<file path="config.mk">
export PLATFORM = sky130hd
export DESIGN_NAME = mis_sequencer
export DESIGN_NICKNAME = d
export VERILOG_FILES = /design/src/core/mis_pkg.sv /design/src/core/mis_irq_unit.sv /design/src/core/mis_sequencer.sv
export SDC_FILE = /design/constraint.sdc
export NUM_CORES = 1
export LEC_CHECK = 0
export BUFFER_PORTS_ARGS = -buffer_cell sky130_fd_sc_hd__clkbuf_2
export CORE_MARGIN = 2
export CORE_UTILIZATION = 46
export DETAILED_ROUTE_END_ITERATION = 6
export GPL_TIMING_DRIVEN = 0
export PLACE_DENSITY = 0.81
export SETUP_SLACK_MARGIN = 0.3
export SYNTH_ARGS = -nofsm -noshare
export SYNTH_HDL_FRONTEND = slang
export SYNTH_SLANG_ARGS = --single-unit
</file>
<file path="constraint.sdc">
create_clock -name clk_sys -period 2.5 [get_ports clk_sys]
set_clock_uncertainty 0.05 [all_clocks]
set_input_delay 0.125 -clock clk_sys [delete_from_list [all_inputs] [get_ports clk_sys]]
set_output_delay 0.125 -clock clk_sys [all_outputs]
set_load 0.02 [all_outputs]
</file>
<file path="src/core/mis_pkg.sv">
package mis_pkg;
  // Microprogram address geometry: row part and column part
  localparam int ROW_W = 5;
  localparam int COL_W = 4;
  localparam int OP_W = 3;
  localparam int ADDR_W = ROW_W + COL_W;
  localparam int NUM_REQ_DEF = 8;
  // Next-address opcodes
  localparam logic [OP_W-1:0] OP_JZR = 3'h0;
  localparam logic [OP_W-1:0] OP_JCR = 3'h1;
  localparam logic [OP_W-1:0] OP_INC = 3'h2;
  // Operand of the jump that strobes the interrupt unit
  localparam logic [COL_W-1:0] IRQ_COL = 4'hF;
  // Row that the pull-ups or the multiplexer present during an interrupt
  localparam logic [ROW_W-1:0] ROW_PULLED = 5'h1F;
  localparam logic [ROW_W-1:0] ROW_ZERO = 5'h00;
  localparam logic [COL_W-1:0] COL_ONE = 4'h1;
  localparam logic [ADDR_W-1:0] ADDR_RST = 9'h000;

  // How the acknowledge redirects the next microinstruction
  typedef enum logic [1:0] {
    MIS_SCH_TRISTATE,
    MIS_SCH_MUX,
    MIS_SCH_CTLBIT
  } mis_scheme_t;

  typedef struct packed {
    logic [OP_W-1:0] op;
    logic [COL_W-1:0] operand;
  } mis_ctl_t;

  typedef struct packed {
    logic [ROW_W-1:0] row;
    logic [COL_W-1:0] col;
  } mis_addr_t;
endpackage

</file>
<file path="src/core/mis_irq_unit.sv">
`timescale 1ns/10ps
`default_nettype none
module mis_irq_unit import mis_pkg::*; #(
  parameter int NUM_REQ = NUM_REQ_DEF
) (
  input wire logic clk_sys,
  input wire logic rst,
  input wire logic strobe,
  input wire logic [NUM_REQ-1:0] irq_req,
  output logic irq_ack_n,
  output logic [$clog2(NUM_REQ)-1:0] irq_level
);
  localparam int LVL_W = $clog2(NUM_REQ);

  // Elaboration check: the level output cannot encode other request counts
  if (NUM_REQ < 2 || NUM_REQ > 16) begin : g_num_req_check
    $error("mis_irq_unit: NUM_REQ must lie in 2..16");
  end

  logic ack;
  logic next_ack;
  logic [LVL_W-1:0] next_level;
  logic [LVL_W-1:0] prio;

  // Highest numbered pending request wins
  always_comb begin
    prio = '0;
    for (int i = 0; i < NUM_REQ; i++) begin
      if (irq_req[i]) begin
        prio = LVL_W'(i);
      end
    end
  end

  // Acknowledge is taken only at a strobed edge with a request pending
  always_comb begin
    next_ack = strobe && (|irq_req);
    next_level = next_ack ? prio : irq_level;
  end

  always_ff @(posedge clk_sys or posedge rst) begin
    if (rst) begin
      ack <= 1'b0;
      irq_level <= '0;
    end else begin
      ack <= next_ack;
      irq_level <= next_level;
    end
  end

  assign irq_ack_n = ~ack;
endmodule
`default_nettype wire

</file>
<file path="src/core/mis_sequencer.sv">
`timescale 1ns/10ps
`default_nettype none
module mis_sequencer import mis_pkg::*; #(
  parameter int NUM_REQ = NUM_REQ_DEF
) (
  input wire logic clk_sys,
  input wire logic rst,
  input wire mis_scheme_t scheme,
  input wire mis_ctl_t next_addr_control,
  input wire logic ctl_strobe_bit,
  input wire logic [NUM_REQ-1:0] irq_req,
  output mis_addr_t mem_addr,
  output logic [ROW_W-1:0] row_address_outputs,
  output logic row_address_oe,
  output logic interrupt_strobe_out,
  output logic irq_ack_n,
  output logic [$clog2(NUM_REQ)-1:0] irq_level,
  output logic extend_cycle
);
  localparam int LVL_W = $clog2(NUM_REQ);

  // Priority encoder and level output are only sized for this many requests
  if (NUM_REQ < 2 || NUM_REQ > 16) begin : g_num_req_check
    $error("mis_sequencer: NUM_REQ must lie in 2..16");
  end

  // Holding register, the field as the sequencer uses it, and local strobes
  mis_addr_t addr;
  mis_addr_t next_addr;
  mis_ctl_t eff_ctl;
  logic ack;
  logic row_output_enable;
  logic jzr15;
  logic unit_strobe;

  // Acknowledge as an active-high level for the local logic
  assign ack = ~irq_ack_n;

  // Acknowledge reaches the row enable only in the tri-state scheme
  assign row_output_enable = (scheme == MIS_SCH_TRISTATE) ? irq_ack_n : 1'b1;

  // Row pins: driver floats while the enable is low
  assign row_address_outputs = addr.row;
  assign row_address_oe = row_output_enable;

  // Address seen by the memory; pull-ups or the mux give all ones
  always_comb begin
    mem_addr = addr;
    if (ack && scheme != MIS_SCH_CTLBIT) begin
      mem_addr.row = ROW_PULLED;
    end
  end

  // Control field taken combinationally; the control-bit scheme clears its low bit
  always_comb begin
    eff_ctl = next_addr_control;
    if (ack && scheme == MIS_SCH_CTLBIT) begin
      eff_ctl.operand[0] = 1'b0;
    end
  end

  // Strobe decode; the interrupt cycle itself is kept from strobing again
  always_comb begin
    jzr15 = (eff_ctl.op == OP_JZR) && (eff_ctl.operand == IRQ_COL);
    interrupt_strobe_out = jzr15 && !ack;
  end

  // The own strobe comes a cycle too late for the control-bit scheme, so the ROM bit drives it there
  assign unit_strobe = (scheme == MIS_SCH_CTLBIT) ? ctl_strobe_bit : interrupt_strobe_out;

  // Stretch request to the clock generator lasts for the interrupt cycle only
  assign extend_cycle = ack;

  // Next address from the effective control field and the address the memory saw
  always_comb begin
    next_addr = mem_addr;
    case (eff_ctl.op)
      OP_JZR: begin
        next_addr.row = ROW_ZERO;
        next_addr.col = eff_ctl.operand;
      end
      OP_JCR: begin
        next_addr.col = eff_ctl.operand;
      end
      OP_INC: begin
        next_addr.col = mem_addr.col + COL_ONE;
      end
      default: begin
        next_addr = mem_addr;
      end
    endcase
  end

  // Holding register, loaded on every edge
  always_ff @(posedge clk_sys or posedge rst) begin
    if (rst) begin
      addr <= ADDR_RST;
    end else begin
      addr <= next_addr;
    end
  end

  // Interrupt unit: acknowledge register and the level of the winning request
  mis_irq_unit #(
    .NUM_REQ(NUM_REQ)
  ) u_irq (
    .clk_sys(clk_sys),
    .rst(rst),
    .strobe(unit_strobe),
    .irq_req(irq_req),
    .irq_ack_n(irq_ack_n),
    .irq_level(irq_level)
  );
endmodule
`default_nettype wire

</file>
Yosys cells after proc, flatten, opt, wreduce, memory -nomap -nowiden
Index checks and enable logic that the tools add are counted.
{"block": "op_classes", "muxes": 13, "bitwise": 1, "n_eq_ne": 5, "n_reduce_logical": 10, "addsub": 1}
{"cell": "3-bit two-way mux", "n": 4}
{"cell": "5-bit two-way mux", "n": 2}
{"cell": "4-bit case mux with 2 select lines", "n": 1}
{"cell": "8-bit OR reduction", "n": 1}
{"cell": "1-bit logical AND", "n": 5}
{"cell": "4-bit by 1-bit adder with 4-bit output, second input constant", "n": 1}
{"cell": "4-bit == test, second input constant", "n": 1}
{"cell": "1-bit two-way mux", "n": 4}
{"cell": "2-bit two-way mux", "n": 2}
{"cell": "3-bit by 1-bit == test with 1-bit output, second input constant", "n": 1}
{"cell": "3-bit by 2-bit == test with 1-bit output, second input constant", "n": 1}
{"cell": "3-bit logical NOT", "n": 1}
{"cell": "2-bit == test, second input constant", "n": 1}
{"cell": "2-bit logical NOT", "n": 1}
{"cell": "2-bit inequality test, second input constant", "n": 1}
{"cell": "2-bit nonzero test", "n": 1}
{"cell": "2-bit OR reduction", "n": 1}
{"cell": "1-bit inverter", "n": 1}
{"block": "word_totals", "word_cells": 34, "inputBits": 20, "ff_bits": 13, "output_inout_bits": 21}

Longest topological paths before layout
{"block": "depth", "depth_word": 8, "mapped_depth": 4, "mapped_depth_nobuf": 4}

Hierarchy
A second synthesis with hierarchy kept.
{"block": "hier_totals", "cells_unflattened": 75, "hier_area_um2": 765.7}
{"module": "mis_sequencer", "n_inst": 1, "seq_area_each_um2": 225.2, "cells_per_inst": 53, "area_per_inst_um2": 541.8}
{"module": "mis_irq_unit", "n_inst": 1, "seq_area_each_um2": 100.1, "cells_per_inst": 22, "area_per_inst_um2": 224.0}

Least setup slack after synthesis
No wires, ideal clock.
{"block": "synth_path", "kind": "register to register", "from": "register u_irq.ack", "to": "register u_irq.irq_level[0]", "n_path_buf": 0, "required_time_ns": 2.325, "arrival_ns": 1.541, "setup_time_ns": 0.125, "stages_incl_launch_ff": 5, "setup_slack_ns": 0.783, "synth_period_minus_slack_ns": 1.717, "path_cell_list": "dfrtp_1 inv_1 nand4_1 a221o_2 mux2_4"}
{"block": "synth_via", "word_cells_on_any_way": 8, "classes_between": "eq/ne (1); mux (2); bitwise (1); reduce/logical (4)"}
{"element": "start, declared", "line_no": "mis_irq_unit.sv:20", "text": "logic ack;"}
{"element": "start signal, assigned", "line_no": "mis_irq_unit.sv:46", "text": "ack <= next_ack;"}
{"element": "1-bit inverter", "line_no": "mis_irq_unit.sv:51", "text": "assign irq_ack_n = ~ack;"}
{"element": "named net irq_ack_n", "line_no": "mis_sequencer.sv:16", "text": "output logic irq_ack_n,"}
{"element": "1-bit logical AND", "line_no": "mis_sequencer.sv:65", "text": "interrupt_strobe_out = jzr15 && !ack;"}
{"element": "1-bit two-way mux", "line_no": "mis_sequencer.sv:69", "text": "assign unit_strobe = (scheme == MIS_SCH_CTLBIT) ? ctl_strobe_bit : interrupt_strobe_out;"}
{"element": "1-bit logical AND", "line_no": "mis_irq_unit.sv:37", "text": "next_ack = strobe && (|irq_req);"}
{"element": "end signal, assigned", "line_no": "mis_irq_unit.sv:47", "text": "irq_level <= next_level;"}
{"element": "end, declared", "line_no": "mis_irq_unit.sv:11", "text": "output logic [$clog2(NUM_REQ)-1:0] irq_level"}
The timed path passes the listed nets, and every way through them passes these cells.
A chain may end at the register's enable or synchronous reset.

Worst setup path in the final report
{"block": "layout_path", "from": "register u_irq.ack", "to": "register u_irq.irq_level[0]"}
{"block": "layout_via", "elab_chain_cells": 7, "word_cells_on_any_way": 8, "classes_between": "eq/ne (1); mux (2); bitwise (1); reduce/logical (4)"}
{"element": "1-bit logical AND", "line_no": "mis_sequencer.sv:57", "text": "if (ack && scheme == MIS_SCH_CTLBIT) begin"}
{"element": "1-bit two-way mux", "line_no": "mis_sequencer.sv:57"}
{"element": "4-bit == test", "line_no": "mis_sequencer.sv:64", "text": "jzr15 = (eff_ctl.op == OP_JZR) && (eff_ctl.operand == IRQ_COL);"}
{"element": "1-bit logical AND", "line_no": "mis_sequencer.sv:64"}
{"element": "1-bit logical AND *", "line_no": "mis_sequencer.sv:65"}
{"element": "1-bit two-way mux *", "line_no": "mis_sequencer.sv:69"}
{"element": "1-bit logical AND *", "line_no": "mis_irq_unit.sv:37"}
Mark *: on every way between the ends. The rest lies on a longest branch, timed or not.

==> impl_metrics.yaml <==
clock_tree:
  cts_made_buffers: 3
  cts_tree: "done"
  cts_buffer_depth: 2
  clkLatencyLatePin_ns: 0.28
  clkTransAtPathRegs_ns: 0.08
  post_cts_buffers: 0
  ctsResizeCount: 0
  cts_htree_levels: 1
  hold_buffers: 1
  cts_root_buf: "clkbuf_4"
  cts.sinks: 13
worst_setup_path:
  worstPathRequired_ns: 2.62
  crit_fanout: 4
  endpoint_kind: "flip-flop"
  cp.arrival_ns: 1.77
  startpoint_type: "flip-flop"
  path_class: "flip-flop to flip-flop"
sta:
  finalCritPeriodShare: 0.659
  period_minus_slack_ns: 1.65
  setup_slack_ns: 0.853
  setup_tns_ns: 0
  tightest_slew_ns: 0.474
  max-slew-margin-rel: 0.684
  hold_violations: 0
  finalSetupViolCount: 0
  clock.fmax_ghz: 0.607
  slew_viol_final: 0
  rsz0062_at_grt: "false"
synthesis:
  synth_cells: 75
  synth_seq_cells: 13
  ys_seq_area_frac: 0.439
  synthTopCellsByArea: "dfrtp_1, and2b_2, inv_1, a21oi_1, nand2b_1"
  synth_cell_type_count: 26
  synth_area_um2: 741
  ys_warn_count: 0
  synth.avg_cell_area_um2: 9.88
  synth_top_area_frac: 0.439
  syn_nets: 96
  yosysTopAreaCell: "dfrtp_1"
pwr:
  powerDensity_nw_per_um2: 637
  p_leak_nw: 0.548
  max-vdd-ir-drop_mv: 0.419
detailed_routing:
  route.vias.total: 705
  drt-total-wl_um: 1720
  drt_pass1_iterations: 4
  drc: 0
  detail-route-antenna-nets: 0
  wire_per_inst_um: 12.7
  drt_iter0_drc: 6
  via_per_inst: 5.18
cells_and_area:
  regArea_um2: 325
  drive_gt1_frac: 0.450
  syn_to_final_growth_pct: 34.6
  fill_cells: 133
  multi_input_area_um2: 370
  nNetsFinal: 142
  insertedDiodeCount: 0
grt:
  use_met2: 0.335
  busiest_layer: "met2"
  grt_max_degree: 14
  antenna_found_initial: 0
  grt-ovfl-total: 0
  grt_use_met3: 0.0612
  grt_pass1_vias: 648
  grt_usage: 0.200
  grt_pass1_wl_um: 2840
  grt.met1_usage: 0.241
floorplanning:
  initial_core_util: 0.492
  die_area_um2: 1950
  die_w_um: 44.1
  num_rows: 14
  die_h_um: 44.1
  io_pins: 41
  fp.coreArea_um2: 1510
run_status:
  status: "finished, final reports clean"
flow_run:
  maxCapViolCount: 0
placed_design:
  dpl_worst_slack_ns: 0.853
  place_congestion: 0.787
  port_buffers: 40
  dp.final_hpwl_um: 1420
worst_hold_path:
  hp-class: "primary input to flip-flop"
critical path: stages, from the launching register on:
cell and delay [ns]:
dfrtp_1 0.41, inv_1 0.14, nand4_1 0.15, a221o_2 0.47
mux2_4 0.31
final cells by class:
class	instances	area share
Inverter	11	0.0414
Buffer	1	0.00376
Timing Repair Buffer	41	0.211
Multi-Input combinational cell	50	0.371
Tap cell	16	0.0201
Clock buffer	4	0.0263
Sequential cell	13	0.326
layer usage:
metal	vias to the layer above	wire length, um
li1	355	-
met1	321	720
met2	25	874
met3	4	100
met4	0	26
met5	-	0
registers in the layout, summed over array words and instances, names as in the netlist:
name	count
row_address_outputs	5
mem_addr	4
u_irq.irq_level	3
u_irq.ack	1
per-stage QoR:
stage	util	hold slack, ns	std cells	area (um^2)	power [W]
after floorplan	-	-0.0480	75	741	0.000416
after global placement	0.638	0.0955	131	961	0.000498
after detailed placement	0.638	0.0945	131	961	0.000509
after CTS	0.662	0.120	136	997	0.000643
after global routing	0.662	0.137	136	997	0.000674
final	0.662	0.115	136	997	0.000635
logic make-up after synthesis:
kind of cell	after synthesis	share of synthesized area
DFF	13	0.439
muxes	4	0.0676
buffers and inverters	12	0.0608
adders and majority gates	1	0.0169
and+or+nand+nor	27	0.252
AOI/OAI and AO/OA	18	0.164
path summary, 6_finish.rpt:
check	from	to	slack [ns]	cells past startpoint
worst max-delay path	u_irq.ack	u_irq.irq_level[0]	0.85	4
worst min-delay path	irq_req[7]	u_irq.irq_level[2]	0.12	3
worst max register to register	u_irq.ack	u_irq.irq_level[0]	0.85	4
worst min register to register	u_irq.irq_level[0]	u_irq.irq_level[0]	0.49	1
max in group asynchronous	rst	u_irq.irq_level[0]	1.75	3
min in group asynchronous	rst	row_address_outputs[1]	0.33	3
cells in the final DEF (no fill, tap or decap), types with 2 or more instances in the layout:
cell / count
a21oi_1: 7
a31oi_1: 2
and2b_2: 5
clkbuf_1: 2
clkbuf_2: 40
clkbuf_4: 3
dfrtp_1: 13
inv_1: 11
mux2_4: 2
mux2i_1: 2
nand2_1: 3
nand2b_1: 5
nor2_1: 6
o22a_1: 3
o31ai_1: 2
synth_stat cells:
library cell	n
mux2_4	2
nor3_4	1
ha_1	1
nand2_1	3
o22a_1	3
clkbuf_1	1
nor4_4	1
o21ai_0	1
and2b_2	5
and3_1	1
nand2b_1	5
a221o_2	1
a31oi_1	2
and2_1	1
nor4_1	1
mux2i_1	2
nand4_1	1
a21oi_1	7
o31ai_1	2
o22ai_1	1
or3_1	1
nor2_1	6
dfrtp_1	13
o21ba_2	1
nand4b_1	1
inv_1	11
report_power, final:
group          leakage, nW  internal, W  switching [W]
Combinational        0.384    0.0000960       0.000140
Sequential           0.149     0.000244      0.0000234
Clock               0.0150    0.0000620      0.0000689
(Power assumes the default switching activity.)
